--- config.mk ---
export PLATFORM = sky130hd
export DESIGN_NAME = gmes_select
export DESIGN_NICKNAME = d
export VERILOG_FILES = /design/src/hdl/gmes_pkg.sv /design/src/hdl/gmes_cbit_strip.sv /design/src/hdl/gmes_select.sv
export VERILOG_INCLUDE_DIRS = /design/src /design/src/hdl
export SDC_FILE = /design/constraint.sdc
export NUM_CORES = 1
export LEC_CHECK = 0
export BUFFER_PORTS_ARGS = -buffer_cell sky130_fd_sc_hd__buf_2
export CORE_AREA = 2 2 241 243
export CTS_BUF_LIST = sky130_fd_sc_hd__clkbuf_8
export DETAILED_ROUTE_END_ITERATION = 10
export DIE_AREA = 0 0 243 245
export PLACE_DENSITY_LB_ADDON = 0.1
export RECOVER_POWER = 100
export SLEW_MARGIN = 5
export SYNTH_ARGS = -nofsm -noshare
export SYNTH_HDL_FRONTEND = slang
export SYNTH_SLANG_ARGS = --single-unit
export TNS_END_PERCENT = 30
--- constraint.sdc ---
create_clock -name clock -period 6.7 [get_ports clock]
set_clock_uncertainty 0.15 [all_clocks]
set_input_delay 0.335 -clock clock [delete_from_list [all_inputs] [get_ports clock]]
set_output_delay 0.335 -clock clock [all_outputs]
set_load 0.03 [all_outputs]
--- src/hdl/gmes_params.svh ---
// Purpose: Named constants for the guest memory encryption select block.
// Assumes: 64-bit page table entries and addresses, 4KB pages.
// Notes: Included by its bare name.
`ifndef GMES_PARAMS_SVH
`define GMES_PARAMS_SVH
`define GMES_FLUSH_REG_ADDR 32'hc001011e
`define GMES_VA_HI 63
`define GMES_VA_LO 12
`define GMES_KEY_HI 3
`define GMES_KEY_LO 0
`define GMES_HOST_KEY 4'h0
`define GMES_CAP_FLUSH_BIT 2
`define GMES_CBIT_POS_DEFAULT 6'h2f
`define GMES_PAGE_OFFSET_ZERO 12'h000
`define GMES_ADDR_ZERO 64'h0000000000000000
`endif

--- src/hdl/gmes_pkg.sv ---
// Purpose: Types shared by the guest memory encryption select block.
// Assumes: Nothing beyond the constants header.
// Notes: Access kinds and flush states.
package gmes_pkg;
   typedef enum logic [1:0] {
      GMES_ACC_FETCH,
      GMES_ACC_GUEST_TABLE,
      GMES_ACC_NESTED_TABLE,
      GMES_ACC_DATA
   } gmes_access_t;
   typedef enum logic [1:0] {
      GMES_FL_IDLE,
      GMES_FL_XLATE,
      GMES_FL_CACHE
   } gmes_flush_state_t;
endpackage : gmes_pkg

--- src/hdl/gmes_cbit_strip.sv ---
// Purpose: Clears the encryption select bit from an address and reports its value.
// Assumes: Bit position below 64.
// Notes: Purely combinational.
`timescale 1ns/10ps
`include "gmes_params.svh"
module gmes_cbit_strip (
   // Address in
   input wire logic [63:0] addr_in,
   input wire logic [5:0] cbit_pos,
   input wire logic cbit_is_addr,
   // Address out
   output logic [63:0] addr_out,
   output logic cbit_val
);
   logic [63:0] mask;
   always_comb begin
      mask = `GMES_ADDR_ZERO;
      mask[cbit_pos] = 1'b1;
      cbit_val = addr_in[cbit_pos];
      addr_out = cbit_is_addr ? (addr_in & ~mask) : addr_in;
   end
endmodule : gmes_cbit_strip

--- src/hdl/gmes_select.sv ---
// Purpose: Per-access encryption and key selection plus the guest page flush register.
// Assumes: Core supplies mode bits and page table markings in the access cycle.
// Notes: Results registered one cycle after a valid access.
//
// Summary of operation
// - Fetches and guest table walks always guest-private.
// - Guest data privacy from guest table bit.
// - Report select bit position; one shared position.
// - Clear select bit before nested translation.
// - Reattach select value to final address on data.
// - Guest address width shrinks one bit.
// - No coherency across encryption settings enforced.
// - Global enable off: none; host: host key.
// - Non-encrypted guest, nested tables: host key.
// - Guest encryption needs guest mode and enable.
// - Guest choice only in long or extended paging.
// - Nested walk: nested tables host key.
// - Shared data: host key if nested marks.
// - Guest marking wins over nested marking.
// - Capability bit advertises page flush register.
// - Flush write-backs one 4KB page per key.
// - Flush register: address high, key low.
// - Flush address goes through host tables.
// - Flush hits lines tagged with guest key.
// - Flush touches only guest-private lines.
`timescale 1ns/10ps
`include "gmes_params.svh"
module gmes_select (
   // Clock and reset
   input wire logic clock,
   input wire logic rst,
   // Mode inputs
   input wire logic global_encryption_enable,
   input wire logic guest_mode,
   input wire logic guest_encryption_enable,
   input wire logic guest_long_or_ext_paging,
   input wire logic cbit_is_addr,
   // Access request
   input wire logic acc_valid,
   input wire gmes_pkg::gmes_access_t acc_kind,
   input wire logic [63:0] acc_addr,
   input wire logic host_table_cbit,
   input wire logic guest_table_cbit,
   input wire logic nested_table_cbit,
   input wire logic [3:0] guest_key_index,
   // Nested translation
   input wire logic [63:0] nested_spa,
   // Register write port
   input wire logic reg_wr,
   input wire logic [31:0] reg_addr,
   input wire logic [63:0] reg_wdata,
   // Host translation and cache handshake
   input wire logic xlate_done,
   input wire logic [63:0] xlate_phys,
   input wire logic cache_done,
   // Access result
   output logic res_valid,
   output logic res_encrypt,
   output logic res_guest_key,
   output logic [3:0] res_key_index,
   output logic [63:0] res_nested_gpa,
   output logic [63:0] res_spa,
   // Flush outputs
   output logic xlate_req,
   output logic [63:0] xlate_vaddr,
   output logic cache_flush_req,
   output logic [63:0] cache_flush_addr,
   output logic [3:0] cache_flush_key,
   output logic cache_flush_private_only,
   output logic core_stall,
   // Capabilities
   output logic [5:0] cap_cbit_pos,
   output logic [31:0] cap_features
);
   logic [63:0] stripped;
   logic gpa_cbit;
   logic guest_enc_active;
   logic enc_c;
   logic gkey_c;
   logic res_valid_r, res_valid_nxt;
   logic res_encrypt_r, res_encrypt_nxt;
   logic res_guest_key_r, res_guest_key_nxt;
   logic [3:0] res_key_r, res_key_nxt;
   logic [63:0] res_gpa_r, res_gpa_nxt;
   logic [63:0] res_spa_r, res_spa_nxt;
   logic [63:0] spa_c;
   gmes_pkg::gmes_flush_state_t fl_r, fl_nxt;
   logic [63:0] fl_va_r, fl_va_nxt;
   logic [63:0] fl_pa_r, fl_pa_nxt;
   logic [3:0] fl_key_r, fl_key_nxt;
   logic [5:0] cap_pos_r;
   logic [31:0] cap_feat_r;
   logic xlate_req_r, xlate_req_nxt;
   logic cache_req_r, cache_req_nxt;
   logic stall_r, stall_nxt;
   logic private_only_r;

   // The same position serves guest and host tables.
   gmes_cbit_strip u_strip (
      .addr_in(acc_addr),
      .cbit_pos(cap_pos_r),
      .cbit_is_addr(cbit_is_addr),
      .addr_out(stripped),
      .cbit_val(gpa_cbit)
   );

   assign guest_enc_active = guest_mode & guest_encryption_enable & global_encryption_enable;

   // Encryption decision; caches are not kept coherent across settings.
   always_comb begin
      enc_c = 1'b0;
      gkey_c = 1'b0;
      if (!global_encryption_enable) begin
         enc_c = 1'b0;
      end else if (!guest_mode) begin
         enc_c = host_table_cbit;
      end else if (!guest_enc_active) begin
         enc_c = nested_table_cbit;
      end else begin
         case (acc_kind)
            gmes_pkg::GMES_ACC_FETCH, gmes_pkg::GMES_ACC_GUEST_TABLE: begin
               enc_c = 1'b1;
               gkey_c = 1'b1;
            end
            gmes_pkg::GMES_ACC_NESTED_TABLE: begin
               enc_c = nested_table_cbit;
            end
            default: begin
               if (!guest_long_or_ext_paging || guest_table_cbit) begin
                  enc_c = 1'b1;
                  gkey_c = 1'b1;
               end else begin
                  enc_c = nested_table_cbit;
               end
            end
         endcase
      end
   end

   // Final system address carries the guest select value on data.
   always_comb begin
      spa_c = nested_spa;
      if (guest_enc_active && cbit_is_addr && acc_kind == gmes_pkg::GMES_ACC_DATA) begin
         spa_c[cap_pos_r] = gpa_cbit;
      end
   end

   always_comb begin
      res_valid_nxt = acc_valid & ~stall_r;
      res_encrypt_nxt = res_encrypt_r;
      res_guest_key_nxt = res_guest_key_r;
      res_key_nxt = res_key_r;
      res_gpa_nxt = res_gpa_r;
      res_spa_nxt = res_spa_r;
      if (acc_valid && !stall_r) begin
         res_encrypt_nxt = enc_c;
         res_guest_key_nxt = gkey_c;
         res_key_nxt = gkey_c ? guest_key_index : `GMES_HOST_KEY;
         res_gpa_nxt = (guest_mode && guest_long_or_ext_paging) ? stripped : acc_addr;
         res_spa_nxt = spa_c;
      end
   end

   always_ff @(posedge clock or posedge rst) begin
      if (rst) begin
         res_valid_r <= 1'b0;
         res_encrypt_r <= 1'b0;
         res_guest_key_r <= 1'b0;
         res_key_r <= `GMES_HOST_KEY;
         res_gpa_r <= `GMES_ADDR_ZERO;
         res_spa_r <= `GMES_ADDR_ZERO;
      end else begin
         res_valid_r <= res_valid_nxt;
         res_encrypt_r <= res_encrypt_nxt;
         res_guest_key_r <= res_guest_key_nxt;
         res_key_r <= res_key_nxt;
         res_gpa_r <= res_gpa_nxt;
         res_spa_r <= res_spa_nxt;
      end
   end

   // Page flush sequencer.
   always_comb begin
      fl_nxt = fl_r;
      fl_va_nxt = fl_va_r;
      fl_pa_nxt = fl_pa_r;
      fl_key_nxt = fl_key_r;
      case (fl_r)
         gmes_pkg::GMES_FL_IDLE: begin
            if (reg_wr && reg_addr == `GMES_FLUSH_REG_ADDR) begin
               fl_va_nxt = {reg_wdata[`GMES_VA_HI:`GMES_VA_LO], `GMES_PAGE_OFFSET_ZERO};
               fl_key_nxt = reg_wdata[`GMES_KEY_HI:`GMES_KEY_LO];
               fl_nxt = gmes_pkg::GMES_FL_XLATE;
            end
         end
         gmes_pkg::GMES_FL_XLATE: begin
            if (xlate_done) begin
               fl_pa_nxt = {xlate_phys[`GMES_VA_HI:`GMES_VA_LO], `GMES_PAGE_OFFSET_ZERO};
               fl_nxt = gmes_pkg::GMES_FL_CACHE;
            end
         end
         default: begin
            if (cache_done) begin
               fl_nxt = gmes_pkg::GMES_FL_IDLE;
            end
         end
      endcase
      // Request and stall outputs are registered copies of the next state.
      xlate_req_nxt = (fl_nxt == gmes_pkg::GMES_FL_XLATE);
      cache_req_nxt = (fl_nxt == gmes_pkg::GMES_FL_CACHE);
      stall_nxt = (fl_nxt != gmes_pkg::GMES_FL_IDLE);
   end

   always_ff @(posedge clock or posedge rst) begin
      if (rst) begin
         fl_r <= gmes_pkg::GMES_FL_IDLE;
         fl_va_r <= `GMES_ADDR_ZERO;
         fl_pa_r <= `GMES_ADDR_ZERO;
         fl_key_r <= `GMES_HOST_KEY;
         cap_pos_r <= `GMES_CBIT_POS_DEFAULT;
         cap_feat_r <= 32'h00000000;
         xlate_req_r <= 1'b0;
         cache_req_r <= 1'b0;
         stall_r <= 1'b0;
         private_only_r <= 1'b1;
      end else begin
         fl_r <= fl_nxt;
         fl_va_r <= fl_va_nxt;
         fl_pa_r <= fl_pa_nxt;
         fl_key_r <= fl_key_nxt;
         cap_pos_r <= `GMES_CBIT_POS_DEFAULT;
         cap_feat_r <= 32'h00000001 << `GMES_CAP_FLUSH_BIT;
         xlate_req_r <= xlate_req_nxt;
         cache_req_r <= cache_req_nxt;
         stall_r <= stall_nxt;
         private_only_r <= 1'b1;
      end
   end

   assign res_valid = res_valid_r;
   assign res_encrypt = res_encrypt_r;
   assign res_guest_key = res_guest_key_r;
   assign res_key_index = res_key_r;
   assign res_nested_gpa = res_gpa_r;
   assign res_spa = res_spa_r;
   assign xlate_req = xlate_req_r;
   assign xlate_vaddr = fl_va_r;
   assign cache_flush_req = cache_req_r;
   assign cache_flush_addr = fl_pa_r;
   assign cache_flush_key = fl_key_r;
   assign cache_flush_private_only = private_only_r;
   assign core_stall = stall_r;
   assign cap_cbit_pos = cap_pos_r;
   assign cap_features = cap_feat_r;

   property p_fetch_private;
      @(posedge clock) disable iff (rst)
      (acc_valid && !core_stall && guest_enc_active && acc_kind == gmes_pkg::GMES_ACC_FETCH)
         |=> (res_encrypt && res_guest_key);
   endproperty
   a_fetch_private: assert property (p_fetch_private) else $error("fetch not private");

   property p_off_none;
      @(posedge clock) disable iff (rst)
      (acc_valid && !core_stall && !global_encryption_enable) |=> !res_encrypt;
   endproperty
   a_off_none: assert property (p_off_none) else $error("encrypt while disabled");

   property p_guest_wins;
      @(posedge clock) disable iff (rst)
      (acc_valid && !core_stall && guest_enc_active && acc_kind == gmes_pkg::GMES_ACC_DATA
         && guest_table_cbit) |=> (res_guest_key && res_key_index == $past(guest_key_index));
   endproperty
   a_guest_wins: assert property (p_guest_wins) else $error("guest marking lost");

   property p_shared_host;
      @(posedge clock) disable iff (rst)
      (acc_valid && !core_stall && guest_enc_active && acc_kind == gmes_pkg::GMES_ACC_DATA
         && guest_long_or_ext_paging && !guest_table_cbit)
         |=> (!res_guest_key && res_encrypt == $past(nested_table_cbit));
   endproperty
   a_shared_host: assert property (p_shared_host) else $error("shared data key wrong");

   property p_legacy_mode_private;
      @(posedge clock) disable iff (rst)
      (acc_valid && !core_stall && guest_enc_active && acc_kind == gmes_pkg::GMES_ACC_DATA
         && !guest_long_or_ext_paging) |=> res_guest_key;
   endproperty
   a_legacy_mode_private: assert property (p_legacy_mode_private)
      else $error("legacy mode data not private");

   property p_no_guest_key_outside;
      @(posedge clock) disable iff (rst)
      (acc_valid && !core_stall && !guest_encryption_enable) |=> !res_guest_key;
   endproperty
   a_no_guest_key_outside: assert property (p_no_guest_key_outside)
      else $error("guest key without guest encryption");

   property p_strip;
      @(posedge clock) disable iff (rst)
      (acc_valid && !core_stall && guest_mode && guest_long_or_ext_paging && cbit_is_addr)
         |=> (res_nested_gpa[cap_cbit_pos] == 1'b0);
   endproperty
   a_strip: assert property (p_strip) else $error("select bit not cleared");

   property p_flush_stall;
      @(posedge clock) disable iff (rst)
      (fl_r == gmes_pkg::GMES_FL_IDLE && reg_wr && reg_addr == `GMES_FLUSH_REG_ADDR)
         |=> (core_stall && xlate_req && xlate_vaddr[`GMES_VA_LO-1:0] == 12'h000);
   endproperty
   a_flush_stall: assert property (p_flush_stall) else $error("flush did not start");

   property p_flush_key;
      @(posedge clock) disable iff (rst)
      $rose(cache_flush_req) |-> (cache_flush_private_only && $stable(cache_flush_key));
   endproperty
   a_flush_key: assert property (p_flush_key) else $error("flush key changed");
endmodule : gmes_select

### Word-level counts from Yosys, hierarchy flattened

Cells that the tools add are included.

* output and inout port bits: 309
* input bits: 308
* logic and storage cells: 57
* register bits after elaboration: 249

* bitwise gates (word level): 4
* reduce and logical (&&, ||, !) cells: 14
* eq/ne operators: 7
* multiplexer cells: 18

Operator list (number)
* 48-bit 2-to-1 mux: 3
* 32-bit == test (second input constant): 1
* 1-bit 2-to-1 mux: 8
* 2-bit by 1-bit == test with 1-bit output (second input constant): 3
* 2-bit == test (second input constant): 3
* 2-bit 2-to-1 mux: 3
* 1-bit logical AND: 5
* 2-bit logical NOT: 2
* 4-bit 2-to-1 mux: 1
* 1-bit case mux with 2 select lines: 2
* 2-bit case mux with 2 select lines: 1
* 2-bit AND reduction: 2
* 1-bit AND: 3
* 1-bit logical NOT: 2
* 2-bit nonzero test: 1
* 2-bit OR reduction: 1
* 1-bit logical OR: 1
* 1-bit NOT: 1

### Logic depth before layout (Yosys ltp)

Gate-level depths: netlist of run 1.

* word-level depth: 8
* gate-level depth with buffers: 6

### Modules after synthesis

A second synthesis of run 1 with hierarchy kept.

* cells, all modules: 1058
* area total of the unflattened synthesis: 11671.2 um^2

By module, submodules not included
* gmes_select: seq. area each 6231.0 um^2, instances 1, area each 10380.0 um^2, cells an instance 897
* gmes_cbit_strip: seq. area each 0.0 um^2, instances 1, area each 1291.2 um^2, cells an instance 161

### Least setup slack after synthesis of run 1

Ideal clock, no wire load.

* path type: input-to-reg
* start: in reg_addr[6]
* end: reg fl_key_r[0] (netlist: cache_flush_key[0])
* cell stages on the path: 6
* slack: 4721 ps
* data arrival time: 1701 ps
* data required time: 6423 ps
* path through: nor4b_1 -> nand3b_1 -> nor4_2 -> buf_4 -> buf_6 -> mux2_1

* word-level cells in the longest chain between the ends: 3

RTL lines
* start: declaration: RTL line gmes_select.sv:50 `input wire logic [31:0] reg_addr,`
* 32-bit == test (no source line)
* 1-bit logical AND (no source line)
* 2-bit AND reduction (no source line)
* end signal: assignment: RTL line gmes_select.sv:219 `` fl_key_r <= `GMES_HOST_KEY; ``
* end signal: assignment: RTL line gmes_select.sv:230 `fl_key_r <= fl_key_nxt;`
* end: declaration: RTL line gmes_select.sv:90 `logic [3:0] fl_key_r, fl_key_nxt;`

No other way between the ends.
A chain may end at the register's enable or synchronous reset.

### Worst setup path in the final report of run 1

* start: reg fl_r[1]
* end: reg fl_va_r[60] (netlist: xlate_vaddr[60])

* word-level cells in the longest chain between the ends: 2

RTL lines
* start: declaration: RTL line gmes_select.sv:87 `gmes_pkg::gmes_flush_state_t fl_r, fl_nxt;`
* start signal: assignment: RTL line gmes_select.sv:216 `fl_r <= gmes_pkg::GMES_FL_IDLE;`
* start signal: assignment: RTL line gmes_select.sv:227 `fl_r <= fl_nxt;`
* 2-bit logical NOT: RTL line gmes_select.sv:188 `case (fl_r)`
* 2-bit AND reduction (no source line)
* end signal: assignment: RTL line gmes_select.sv:217 `` fl_va_r <= `GMES_ADDR_ZERO; ``
* end signal: assignment: RTL line gmes_select.sv:228 `fl_va_r <= fl_va_nxt;`
* end: declaration: RTL line gmes_select.sv:88 `logic [63:0] fl_va_r, fl_va_nxt;`

No other way between the ends.

==> impl_metrics.xml, run 1 <==
<?xml version="1.0" encoding="UTF-8"?>
<metrics>
  <group name="run">
    <metric name="drv_cap" unit="">4</metric>
  </group>
  <group name="yosys">
    <metric name="yosys_warnings" unit="">0</metric>
    <metric name="synth_top_area_share" unit="">0.632</metric>
    <metric name="ys_seq_elements" unit="">249</metric>
    <metric name="post-synth-top-area-cell" unit="">sky130_fd_sc_hd__dfrtp_1</metric>
    <metric name="prevailing_post_synth_register_cell" unit="">sky130_fd_sc_hd__dfrtp_1</metric>
    <metric name="synth_top_cells_by_area" unit="">sky130_fd_sc_hd__dfrtp_1 (63%), sky130_fd_sc_hd__nand2_1 (15%), sky130_fd_sc_hd__mux2_2 (7.8%)</metric>
    <metric name="synth.yosys.seq_area_share" unit="">0.632</metric>
    <metric name="post_synth_edffs" unit="">0</metric>
    <metric name="asyncSetResetFlopFracSynth" unit="">1.00</metric>
    <metric name="mappedNetlistArea" unit="um^2">9870</metric>
    <metric name="syn_area_per_cell" unit="um^2">11.1</metric>
    <metric name="syn-instance-count" unit="">892</metric>
    <metric name="netlist-cell-type-count" unit="">34</metric>
  </group>
  <group name="outcome">
    <metric name="run_status" unit="">finished, violations left</metric>
    <metric name="violations" unit="">capacitance limit, slew limit</metric>
  </group>
  <group name="grt">
    <metric name="grt_max_degree" unit="">133</metric>
    <metric name="use_met3" unit="">0.0400</metric>
    <metric name="antenna_found_initial" unit="">1</metric>
    <metric name="grt_first_pass_wirelength" unit="um">54900</metric>
    <metric name="first_global_vias" unit="">9717</metric>
    <metric name="grt_remaining_overflow" unit="">0</metric>
    <metric name="grtUsageMet1" unit="">0.129</metric>
    <metric name="gr-max-usage-layer" unit="">met2</metric>
    <metric name="gr-usage-all-layers" unit="">0.118</metric>
    <metric name="grt_util_met2" unit="">0.211</metric>
  </group>
  <group name="finish">
    <metric name="syn_to_final_growth" unit="%">63.3</metric>
    <metric name="ratio_of_cells_with_drive_above_1_in_the_final_layout" unit="">0.244</metric>
    <metric name="final_util" unit="">0.283</metric>
    <metric name="antenna_cells_inserted" unit="">0</metric>
    <metric name="design.final.nets" unit="">1998</metric>
  </group>
  <group name="drt">
    <metric name="first_iter_violations" unit="">278</metric>
    <metric name="avgViaCountPerCell" unit="">3.63</metric>
    <metric name="drt_wl_total" unit="um">36100</metric>
    <metric name="dr.pass1.iters" unit="">4</metric>
    <metric name="postRouteAntennaNets" unit="">0</metric>
    <metric name="route.detailed.drc" unit="">0</metric>
    <metric name="wl_per_cell" unit="um">14.6</metric>
    <metric name="detailroute.via_count" unit="">8995</metric>
  </group>
  <group name="place">
    <metric name="post-dp-hpwl" unit="um">24900</metric>
    <metric name="routabilityCongestion" unit="">0.760</metric>
    <metric name="buffer_ports.inserted" unit="">534</metric>
  </group>
  <group name="clocking">
    <metric name="cts.repair_timing.setup_buffer_count" unit="">0</metric>
    <metric name="worstSkewPairLatency" unit="ns">0.60</metric>
    <metric name="cts.reportedPaths.clkPinSlew" unit="ns">0.06</metric>
    <metric name="cts_tree" unit="">yes</metric>
    <metric name="ctsRootBufferMaster" unit="">sky130_fd_sc_hd__clkbuf_8</metric>
    <metric name="cts_htree_levels" unit="">2</metric>
    <metric name="clock_sink_count" unit="">249</metric>
    <metric name="clk_path_buf_depth" unit="">3</metric>
    <metric name="cts_made_buffers" unit="">48</metric>
  </group>
  <group name="timing">
    <metric name="final_number_of_max_transition_violations" unit="">280</metric>
    <metric name="fin_setup_tns" unit="ns">0</metric>
    <metric name="setup_viol" unit="">0</metric>
    <metric name="timing.hold.ws" unit="ns">0.0824</metric>
    <metric name="layout_min_cycle_time" unit="ns">4.26</metric>
    <metric name="relSlewSlack" unit="">-1.33</metric>
    <metric name="rsz0062_at_grt" unit="">no</metric>
    <metric name="max_clock_freq" unit="MHz">235</metric>
    <metric name="timing_worst_slew_pin_value" unit="ns">3.49</metric>
    <metric name="layout_worst_path_cycle_share" unit="">0.636</metric>
    <metric name="hold_violations" unit="">0</metric>
  </group>
  <group name="worst_hold_path">
    <metric name="hp-class" unit="">primary input to register</metric>
    <metric name="timing.hold.worst.start" unit="">reg_addr[13]</metric>
    <metric name="min_delay_path_depth" unit="">5</metric>
    <metric name="worst_hold_path.endpoint" unit="">fl_r[0]</metric>
  </group>
  <group name="die">
    <metric name="die_area" unit="um^2">59500</metric>
    <metric name="core_area" unit="um^2">57000</metric>
    <metric name="io_pins" unit="">617</metric>
    <metric name="die-width" unit="um">243</metric>
    <metric name="initial_standard_cell_utilization_of_the_core" unit="">0.173</metric>
    <metric name="rows" unit="">88</metric>
    <metric name="die_height" unit="um">245</metric>
  </group>
  <group name="power">
    <metric name="power.density_cell_area" unit="nW/um^2">223</metric>
    <metric name="irDropWorstVdd" unit="V">0.000100</metric>
    <metric name="power_leakage" unit="nW">8.31</metric>
  </group>
  <group name="critical_path">
    <metric name="reg2reg_from" unit="">fl_r[1]</metric>
    <metric name="cp_max_fo" unit="">56</metric>
    <metric name="cp_data_arrival_time" unit="ns">4.58</metric>
    <metric name="timing.reg2reg.setup_slack" unit="ns">2.44</metric>
    <metric name="worst_setup_path_start_kind" unit="">register</metric>
    <metric name="worst-r2r-cell-count" unit="">4</metric>
    <metric name="setup.worst_path.class" unit="">register to register</metric>
    <metric name="crit_required" unit="ns">7.02</metric>
    <metric name="crit_path_end_kind" unit="">register</metric>
    <metric name="worst_r2r_endpoint" unit="">xlate_vaddr[60]</metric>
  </group>
</metrics>
## worst max-delay path by stage
| stage | start | endpoint | slack [ns] | depth (start not counted) |
|---|---|---|---|---|
| 3_5_place_dp | core_stall | res_nested_gpa[27] | 3.57 | 5 |
| 2_1_floorplan | rst | cache_flush_addr[12] | 2.94 | 1 |
| 5_1_grt | fl_r[1] | xlate_vaddr[60] | 2.07 | 4 |
| 4_1_cts | core_stall | res_nested_gpa[27] | 3.55 | 5 |
| 3_3_place_gp | core_stall | res_nested_gpa[35] | 3.59 | 5 |
| 6_report | fl_r[1] | xlate_vaddr[60] | 2.44 | 4 |
## timing repair
item                      in CTS  in global routing
hold endpoints to repair     429                  0
hold buffers                 248                  0
resized for setup              0                  0
## metal layers
metal / wire, um / vias up
li1: - / 4307
met3: 2630 / 68
met4: 1010 / 2
met1: 13800 / 4303
met5: 7 / -
met2: 18700 / 315
## stage by stage
step	worst slack, ns	total power [mW]	std cells	cell area [um^2]
2_1_floorplan	2.94	1.97	953	10100
3_3_place_gp	3.59	2.17	2157	13200
3_5_place_dp	3.57	2.17	2157	13200
4_1_cts	3.55	3.73	2480	16500
5_1_grt	2.07	3.82	2480	16100
6_report	2.44	3.59	2480	16100
## area by class of cell
class	instances	area, um^2
sequential	249	6230
clock buffer	52	716
fill	6345	40900
inverter	5	25.0
timing repair buffer	789	4880
multi-input combinational	597	3210
tap	765	957
clock inverter	23	96.3
## cell usage after synthesis, drive strengths merged, types with 2 or more instances
| cell | n |
|---|---|
| nand2 | 383 |
| dfrtp | 249 |
| mux2 | 108 |
| buf | 75 |
| clkbuf | 27 |
| inv | 5 |
| o21ai | 5 |
| a22o | 4 |
| nor4b | 4 |
| nand2b | 3 |
| nand3 | 3 |
| and3 | 2 |
| conb | 2 |
| nand3b | 2 |
| nand4 | 2 |
| nor2 | 2 |
| nor4 | 2 |
| nor4bb | 2 |
| o31ai | 2 |
## sequential cells by signal (all words and copies together), names as in the netlist
| name | count |
|---|---|
| xlate_vaddr | 52 |
| res_valid | 1 |
| cache_flush_key | 4 |
| cache_flush_addr | 52 |
| fl_r | 2 |
| res_nested_gpa | 64 |
| res_guest_key | 1 |
| res_key_index | 4 |
| cap_features | 1 |
| core_stall | 1 |
| xlate_req | 1 |
| res_spa | 64 |
| res_encrypt | 1 |
| cache_flush_req | 1 |
## power breakdown
group	internal [mW]	switching (mW)	total, mW
registers	1.58	0.0376	1.62
clock network	0.698	0.666	1.36
logic	0.218	0.396	0.614
total	2.50	1.10	3.59
## logic make-up after synthesis
family | Yosys count | synth area share
AOI/OAI and AO/OA | 16 | 0.0109
DFF | 249 | 0.632
muxes | 109 | 0.124
buffers and inverters | 107 | 0.0684
other | 2 | 0.000761
and+or+nand+nor | 409 | 0.164
## worst max-delay path: stages (launching register included)
cell and delay, ns:
sky130_fd_sc_hd__dfrtp_1 0.44, sky130_fd_sc_hd__or2_0 0.38, sky130_fd_sc_hd__nor4_4 0.30, sky130_fd_sc_hd__clkbuf_1 2.31
sky130_fd_sc_hd__mux2_2 0.48
## placed cells by master (no fill, tap or decap), types with 5 or more instances in the layout
cell	count
sky130_fd_sc_hd__nand2_1	383
sky130_fd_sc_hd__buf_2	286
sky130_fd_sc_hd__clkbuf_1	251
sky130_fd_sc_hd__dfrtp_1	249
sky130_fd_sc_hd__dlygate4sd3_1	248
sky130_fd_sc_hd__mux2_2	68
sky130_fd_sc_hd__conb_1	63
sky130_fd_sc_hd__clkbuf_8	52
sky130_fd_sc_hd__mux2_1	40
sky130_fd_sc_hd__inv_1	22
sky130_fd_sc_hd__o21ai_0	5
(Power assumes the default switching activity.)
==> inputs of run 2 (changes only) <==
- CORE_AREA: 2 2 241 243 -> 2 2 237 239
- DIE_AREA: 0 0 243 245 -> 0 0 239 241
- clock period: 6.7 -> 4 ns (I/O delays scaled with it)
==> run 2 against run 1 <==
- the flow still finishes with violations (capacitance limit, slew limit)
- hold slack better by 0.038 ns
- critical path depth unchanged
- total power up 82%
- count of clock-buffer cells in the layout up 14
- critical path type unchanged
- highest routed layer is now met4
==> impl_metrics.xml, run 2 (same netlist as run 1, synthesis figures left out) <==
<?xml version="1.0" encoding="UTF-8"?>
<metrics>
  <group name="die">
    <metric name="die_height" unit="um">241</metric>
    <metric name="die_area" unit="um^2">57600</metric>
    <metric name="core_area" unit="um^2">54900</metric>
    <metric name="io_pins" unit="">617</metric>
    <metric name="rows" unit="">86</metric>
    <metric name="die-width" unit="um">239</metric>
    <metric name="initial_standard_cell_utilization_of_the_core" unit="">0.180</metric>
  </group>
  <group name="worst_hold_path">
    <metric name="hp-class" unit="">primary input to register</metric>
    <metric name="worst_hold_path.endpoint" unit="">res_guest_key</metric>
    <metric name="timing.hold.worst.start" unit="">guest_encryption_enable</metric>
    <metric name="min_delay_path_depth" unit="">4</metric>
  </group>
  <group name="critical_path">
    <metric name="timing.critical_path.buf_inv" unit="">2</metric>
    <metric name="cpLargestDelayFamily" unit="">buffers and inverters</metric>
    <metric name="path_cells" unit="">nand2b_1, clkbuf_4, o31ai_1, dlygate4sd3_1</metric>
    <metric name="critPathSlowestCell" unit="">sky130_fd_sc_hd__clkbuf_4</metric>
    <metric name="cp_max_fo" unit="">136</metric>
    <metric name="worst-r2r-cell-count" unit="">4</metric>
    <metric name="timing.reg2reg.setup_slack" unit="ns">0.97</metric>
    <metric name="crit_required" unit="ns">4.34</metric>
    <metric name="worst_r2r_endpoint" unit="">res_encrypt</metric>
    <metric name="reg2reg_from" unit="">core_stall</metric>
    <metric name="worst_setup_path_start_kind" unit="">register</metric>
    <metric name="timing.critical_path.slowest_cell_delay" unit="ns">1.28</metric>
    <metric name="cp_data_arrival_time" unit="ns">3.36</metric>
    <metric name="depth_of_the_critical_timing_path_with_buffers_and_inverters_included" unit="">4</metric>
    <metric name="setup.worst_path.class" unit="">register to register</metric>
    <metric name="crit_path_end_kind" unit="">register</metric>
  </group>
  <group name="run">
    <metric name="drv_cap" unit="">2</metric>
  </group>
  <group name="clocking">
    <metric name="cts_resized" unit="">0</metric>
    <metric name="cts.repair_timing.setup_buffer_count" unit="">0</metric>
    <metric name="worstSkewPairLatency" unit="ns">0.61</metric>
    <metric name="cts_tree" unit="">yes</metric>
    <metric name="clock_sink_count" unit="">249</metric>
    <metric name="cts_htree_levels" unit="">2</metric>
    <metric name="cts_made_buffers" unit="">51</metric>
    <metric name="clk_path_buf_depth" unit="">3</metric>
    <metric name="cts.reportedPaths.clkPinSlew" unit="ns">0.06</metric>
    <metric name="ctsRootBufferMaster" unit="">sky130_fd_sc_hd__clkbuf_8</metric>
  </group>
  <group name="drt">
    <metric name="route.detailed.drc" unit="">0</metric>
    <metric name="drt_wl_total" unit="um">38000</metric>
    <metric name="detailroute.via_count" unit="">9116</metric>
    <metric name="dr.pass1.iters" unit="">4</metric>
    <metric name="postRouteAntennaNets" unit="">0</metric>
    <metric name="wl_per_cell" unit="um">15.4</metric>
    <metric name="avgViaCountPerCell" unit="">3.69</metric>
    <metric name="first_iter_violations" unit="">267</metric>
  </group>
  <group name="finish">
    <metric name="antenna_cells_inserted" unit="">0</metric>
    <metric name="stdcell_area" unit="um^2">16700</metric>
    <metric name="mostFrequentLayoutCells" unit="">sky130_fd_sc_hd__nand2_1 (383), sky130_fd_sc_hd__buf_2 (286), sky130_fd_sc_hd__dlygate4sd3_1 (281)</metric>
    <metric name="design.final.nets" unit="">2039</metric>
    <metric name="syn_to_final_growth" unit="%">69.4</metric>
    <metric name="filler_cell_count" unit="">5977</metric>
    <metric name="layout_commonest_cell" unit="">sky130_fd_sc_hd__nand2_1</metric>
    <metric name="ratio_of_cells_with_drive_above_1_in_the_final_layout" unit="">0.251</metric>
    <metric name="final_util" unit="">0.305</metric>
  </group>
  <group name="timing">
    <metric name="hold_violations" unit="">0</metric>
    <metric name="fin_setup_tns" unit="ns">0</metric>
    <metric name="layout_worst_path_cycle_share" unit="">0.757</metric>
    <metric name="max_clock_freq" unit="MHz">330</metric>
    <metric name="rsz0062_at_grt" unit="">no</metric>
    <metric name="timing.hold.ws" unit="ns">0.121</metric>
    <metric name="relSlewSlack" unit="">-0.154</metric>
    <metric name="setup_viol" unit="">0</metric>
    <metric name="layout_min_cycle_time" unit="ns">3.03</metric>
    <metric name="timing_worst_slew_pin_value" unit="ns">1.73</metric>
    <metric name="final_number_of_max_transition_violations" unit="">162</metric>
  </group>
  <group name="power">
    <metric name="power.density_cell_area" unit="nW/um^2">392</metric>
    <metric name="power_leakage" unit="nW">8.60</metric>
    <metric name="p_sw" unit="mW">1.97</metric>
    <metric name="irDropWorstVdd" unit="V">0.000193</metric>
    <metric name="comb_power_frac" unit="">0.163</metric>
    <metric name="power.share.clock" unit="">0.424</metric>
    <metric name="p_int" unit="mW">4.58</metric>
    <metric name="switching_share" unit="">0.301</metric>
    <metric name="power_frac_seq" unit="">0.414</metric>
  </group>
  <group name="place">
    <metric name="placedInstanceArea" unit="um^2">13200</metric>
    <metric name="routabilityCongestion" unit="">0.724</metric>
    <metric name="post-dp-hpwl" unit="um">26700</metric>
    <metric name="buffer_ports.inserted" unit="">534</metric>
  </group>
  <group name="outcome">
    <metric name="run_status" unit="">finished, violations left</metric>
    <metric name="violations" unit="">capacitance limit, slew limit</metric>
  </group>
  <group name="grt">
    <metric name="first_global_vias" unit="">9834</metric>
    <metric name="grt_first_pass_wirelength" unit="um">56700</metric>
    <metric name="grt_max_degree" unit="">137</metric>
    <metric name="gr-usage-all-layers" unit="">0.128</metric>
    <metric name="antenna_found_initial" unit="">0</metric>
    <metric name="grt_remaining_overflow" unit="">0</metric>
  </group>
</metrics>
[run 2: worst max-delay path by stage]
stage / start / to / slack (ns)
final: core_stall / res_encrypt / 0.97
after global routing: core_stall / res_encrypt / 0.69
after CTS: reg_addr[26] / core_stall / 1.36
after detailed placement: reg_addr[13] / xlate_vaddr[57] / 1.24
after global placement: reg_addr[13] / xlate_vaddr[61] / 1.32
after floorplan: rst / cache_flush_addr[12] / 0.38
[run 2: routing by layer]
metal / track usage / wire (um) / up-vias
met5: 0 / 0 / -
met1: 0.143 / 14700 / 4310
li1: - / - / 4401
met2: 0.224 / 19100 / 343
met4: 0.0468 / 950 / 0
met3: 0.0460 / 3200 / 62
[run 2: repair_timing]
action / CTS / global route
hold endpoints to repair: 270 / 0
hold buffers: 281 / 0
setup endpoints to repair: 0 / 0
[run 2: stage by stage]
| step | power, mW | worst slack, ns | std cells |
|---|---|---|---|
| after global routing | 6.93 | 0.686 | 2473 |
| after global placement | 3.65 | 1.32 | 2101 |
| after CTS | 6.75 | 1.36 | 2473 |
| after floorplan | 3.31 | 0.376 | 953 |
| after detailed placement | 3.66 | 1.24 | 2101 |
| final | 6.55 | 0.973 | 2473 |
[run 2: layout make-up]
class                           count  area [um^2]  share of cell area
Sequential cell                   249         6230               0.373
Inverter                            5         22.5             0.00135
Tap cell                          704          881              0.0527
Multi-Input combinational cell    597         3200               0.191
Timing Repair Buffer              827         5320               0.318
Clock buffer                       66          908              0.0544
Clock inverter                     25          154             0.00921
[run 2: tightest hold or removal path, delay by kind of cell]
family / cells / cell delay [ns]
AO/OA/AOI/OAI: 1 / 0.11
buffers and inverters: 1 / 0.07
AND/OR/NAND/NOR: 2 / 0.46
[run 2: power groups by stage]
stage	registers (mW)	clock network (mW)	logic, mW
after floorplan	3.00	0	0.303
after global placement	2.75	0	0.908
after detailed placement	2.75	0	0.911
after CTS	2.71	2.92	1.13
after global routing	2.72	3.04	1.17
final	2.71	2.77	1.07
==> inputs of run 3 (changes only) <==
- ABC_AREA: not set -> 1
- clock period: 4 -> 3.03 ns (I/O delays scaled with it)
==> run 3 against run 2 <==
- the flow still finishes with violations (capacitance limit, slew limit)
- first-iteration DRC count is 36% higher
- via count up 8.0%
- design area shrank 1.1%
- non-clock buffer count down 14
- register-to-register slack lost 0.72 ns
- count of clock-buffer cells in the layout decreased by 9
- flip-flop and latch count is the same
- maximum frequency rose by 9.0%
- sequential share of layout area grew 0.43 points
- synthesized cell count increased by 20%
- critical path depth is 2 higher
- critical endpoint is now res_spa[47]
==> impl_metrics.xml, run 3 <==
<?xml version="1.0" encoding="UTF-8"?>
<metrics>
  <group name="timing">
    <metric name="layout_min_cycle_time" unit="ns">2.78</metric>
    <metric name="timing.hold.ws" unit="ns">0.154</metric>
    <metric name="relSlewSlack" unit="">-0.0234</metric>
    <metric name="rsz0062_at_grt" unit="">no</metric>
    <metric name="timing_worst_slew_pin_value" unit="ns">1.53</metric>
    <metric name="hold_violations" unit="">0</metric>
    <metric name="layout_worst_path_cycle_share" unit="">0.916</metric>
    <metric name="setup_viol" unit="">0</metric>
    <metric name="final_number_of_max_transition_violations" unit="">83</metric>
    <metric name="max_clock_freq" unit="MHz">360</metric>
  </group>
  <group name="clocking">
    <metric name="worstSkewPairLatency" unit="ns">0.58</metric>
    <metric name="clk_path_buf_depth" unit="">3</metric>
    <metric name="cts.repair_timing.setup_buffer_count" unit="">0</metric>
    <metric name="cts_made_buffers" unit="">51</metric>
    <metric name="cts_tree" unit="">yes</metric>
    <metric name="clock_sink_count" unit="">249</metric>
    <metric name="ctsRootBufferMaster" unit="">sky130_fd_sc_hd__clkbuf_8</metric>
    <metric name="cts.reportedPaths.clkPinSlew" unit="ns">0.05</metric>
    <metric name="cts_htree_levels" unit="">2</metric>
    <metric name="cts_resized" unit="">0</metric>
  </group>
  <group name="finish">
    <metric name="antenna_cells_inserted" unit="">0</metric>
    <metric name="finalNonFillerCells" unit="">2616</metric>
    <metric name="multi_input_area" unit="um^2">3340</metric>
    <metric name="layout_commonest_cell" unit="">sky130_fd_sc_hd__nand2_1</metric>
    <metric name="design.final.nets" unit="">2189</metric>
    <metric name="filler_cell_count" unit="">6028</metric>
    <metric name="ratio_of_cells_with_drive_above_1_in_the_final_layout" unit="">0.218</metric>
    <metric name="syn_to_final_growth" unit="%">63.5</metric>
    <metric name="seqCellArea" unit="um^2">6230</metric>
    <metric name="mostFrequentLayoutCells" unit="">sky130_fd_sc_hd__nand2_1 (526), sky130_fd_sc_hd__buf_2 (287), sky130_fd_sc_hd__dlygate4sd3_1 (261)</metric>
  </group>
  <group name="yosys">
    <metric name="dominant_cell_by_count_in_the_synthesized_netlist" unit="">sky130_fd_sc_hd__nand2_1</metric>
    <metric name="synth_top_area_share" unit="">0.616</metric>
    <metric name="synth.yosys.seq_area_share" unit="">0.616</metric>
    <metric name="post_synth_edffs" unit="">0</metric>
    <metric name="post-synth-top-area-cell" unit="">sky130_fd_sc_hd__dfrtp_1</metric>
    <metric name="mappedNetlistArea" unit="um^2">10100</metric>
    <metric name="asyncSetResetFlopFracSynth" unit="">1.00</metric>
    <metric name="ys_seq_elements" unit="">249</metric>
    <metric name="syn_area_per_cell" unit="um^2">9.47</metric>
    <metric name="syn-instance-count" unit="">1067</metric>
    <metric name="synthTopCellsByCount" unit="">sky130_fd_sc_hd__nand2_1 (526), sky130_fd_sc_hd__dfrtp_1 (249), sky130_fd_sc_hd__buf_4 (67), sky130_fd_sc_hd__nand3_1 (64), sky130_fd_sc_hd__mux2_2 (52)</metric>
    <metric name="yosys_warnings" unit="">0</metric>
    <metric name="netlist-cell-type-count" unit="">19</metric>
    <metric name="synth_top_cells_by_area" unit="">sky130_fd_sc_hd__dfrtp_1 (62%), sky130_fd_sc_hd__nand2_1 (20%), sky130_fd_sc_hd__mux2_2 (5.8%)</metric>
    <metric name="prevailing_post_synth_register_cell" unit="">sky130_fd_sc_hd__dfrtp_1</metric>
  </group>
  <group name="place">
    <metric name="placed_cells" unit="">2271</metric>
    <metric name="post-dp-hpwl" unit="um">26700</metric>
    <metric name="routabilityCongestion" unit="">0.764</metric>
    <metric name="buffer_ports.inserted" unit="">534</metric>
  </group>
  <group name="critical_path">
    <metric name="reg2reg_from" unit="">core_stall</metric>
    <metric name="timing.reg2reg.setup_slack" unit="ns">0.25</metric>
    <metric name="setup.worst_path.class" unit="">register to register</metric>
    <metric name="worst-r2r-cell-count" unit="">6</metric>
    <metric name="crit_path_end_kind" unit="">register</metric>
    <metric name="worst_r2r_endpoint" unit="">res_spa[47]</metric>
    <metric name="crit_required" unit="ns">3.39</metric>
    <metric name="cp_data_arrival_time" unit="ns">3.14</metric>
    <metric name="cp_max_fo" unit="">101</metric>
    <metric name="worst_setup_path_start_kind" unit="">register</metric>
    <metric name="critical_path.startpoint" unit="">core_stall</metric>
  </group>
  <group name="drt">
    <metric name="drt_wl_total" unit="um">39000</metric>
    <metric name="first_iter_violations" unit="">363</metric>
    <metric name="detailroute.via_count" unit="">9849</metric>
    <metric name="postRouteAntennaNets" unit="">0</metric>
    <metric name="avgViaCountPerCell" unit="">3.76</metric>
    <metric name="dr.pass1.iters" unit="">5</metric>
    <metric name="route.detailed.drc" unit="">0</metric>
    <metric name="wl_per_cell" unit="um">14.9</metric>
  </group>
  <group name="worst_hold_path">
    <metric name="timing.hold.worst.start" unit="">nested_spa[32]</metric>
    <metric name="worst_hold_path.endpoint" unit="">res_spa[32]</metric>
    <metric name="min_delay_path_depth" unit="">4</metric>
    <metric name="hp-class" unit="">primary input to register</metric>
  </group>
  <group name="die">
    <metric name="die-width" unit="um">239</metric>
    <metric name="rows" unit="">86</metric>
    <metric name="io_pins" unit="">617</metric>
    <metric name="core_area" unit="um^2">54900</metric>
    <metric name="initial_standard_cell_utilization_of_the_core" unit="">0.184</metric>
    <metric name="die_area" unit="um^2">57600</metric>
    <metric name="die_height" unit="um">241</metric>
  </group>
  <group name="power">
    <metric name="power_leakage" unit="nW">8.63</metric>
    <metric name="irDropWorstVdd" unit="V">0.000261</metric>
    <metric name="power.density_cell_area" unit="nW/um^2">512</metric>
  </group>
  <group name="grt">
    <metric name="grt_max_degree" unit="">102</metric>
    <metric name="grt_remaining_overflow" unit="">0</metric>
    <metric name="first_global_vias" unit="">10283</metric>
    <metric name="grt_first_pass_wirelength" unit="um">58300</metric>
    <metric name="gr-usage-all-layers" unit="">0.130</metric>
    <metric name="antenna_found_initial" unit="">0</metric>
  </group>
  <group name="run">
    <metric name="drv_cap" unit="">2</metric>
  </group>
  <group name="outcome">
    <metric name="run_status" unit="">finished, violations left</metric>
    <metric name="violations" unit="">capacitance limit, slew limit</metric>
  </group>
</metrics>
==> run 3: changes by cell type after synthesis, sizes merged, moves of 3 or more <==
cell,delta
buf,+20
mux2,-56
nand3,+61
nor4b,-4
inv,+13
nand2b,-3
a22o,-4
nand2,+143
nor2,+25
clkbuf,-9
==> run 3: logic make-up after synthesis <==
logic type	count (synthesis)	share of synthesized area
DFF	249	0.616
muxes	52	0.0579
other	2	0.000743
AOI/OAI and AO/OA	9	0.00495
and+or+nand+nor	624	0.242
buffers and inverters	131	0.0780
==> run 3: how the worst max path moves through the flow <==
| stage | endpoint | slack [ns] | cells after the start |
|---|---|---|---|
| after floorplan | cache_flush_addr[12] | -0.55 | 1 |
| after global routing | res_spa[47] | 0.1 | 6 |
| after global placement | res_spa[41] | 1.06 | 5 |
| final | res_spa[47] | 0.25 | 6 |
| after detailed placement | xlate_vaddr[17] | 1.03 | 8 |
| after CTS | res_spa[47] | 0.31 | 6 |
==> run 3: final cells by class <==
class | count | share of cell area
Clock buffer | 57 | 0.0475
Clock inverter | 27 | 0.00629
Inverter | 18 | 0.00432
Multi-Input combinational cell | 748 | 0.202
Sequential cell | 249 | 0.377
Tap cell | 704 | 0.0533
Timing Repair Buffer | 813 | 0.309
==> run 3: layer usage <==
| layer | global-route usage | vias to the layer above | wire length (um) |
|---|---|---|---|
| met2 | 0.220 | 388 | 18700 |
| met3 | 0.0443 | 63 | 3450 |
| met1 | 0.155 | 4573 | 16000 |
| met5 | 0 | - | 0 |
| met4 | 0.0439 | 0 | 921 |
| li1 | - | 4825 | - |
==> run 3: what timing repair did <==
item                                   in CTS  in global routing
endpoints found under the hold margin     294                  0
hold buffers                              261                  0
setup endpoints to repair                   0                  0
==> run 3: power breakdown <==
group / switching, mW / leakage (nW) / internal, mW
clock network: 1.48 / 0.551 / 1.68
logic: 1.07 / 4.87 / 0.568
registers: 0.116 / 3.21 / 3.56
total: 2.66 / 8.63 / 5.81
==> run 3: through the flow <==
stage	area (um^2)	worst slack (ns)	power (mW)	setup TNS, ns	util
after CTS	16900	0.312	8.78	0	0.308
after detailed placement	13400	1.03	5.19	0	0.245
after global routing	16500	0.0978	8.97	0	0.301
after floorplan	10300	-0.545	4.64	-135.76	-
final	16500	0.253	8.47	0	0.301
after global placement	13400	1.06	5.19	0	0.245
==> run 3: worst max-delay path, stage by stage, from the launching register on <==
cell	delay [ns]
sky130_fd_sc_hd__dfrtp_1	0.40
sky130_fd_sc_hd__nor2_4	0.17
sky130_fd_sc_hd__buf_12	0.40
sky130_fd_sc_hd__o21ai_0	0.18
sky130_fd_sc_hd__dlygate4sd3_1	0.59
sky130_fd_sc_hd__o21ai_0	0.15
sky130_fd_sc_hd__dlygate4sd3_1	0.57
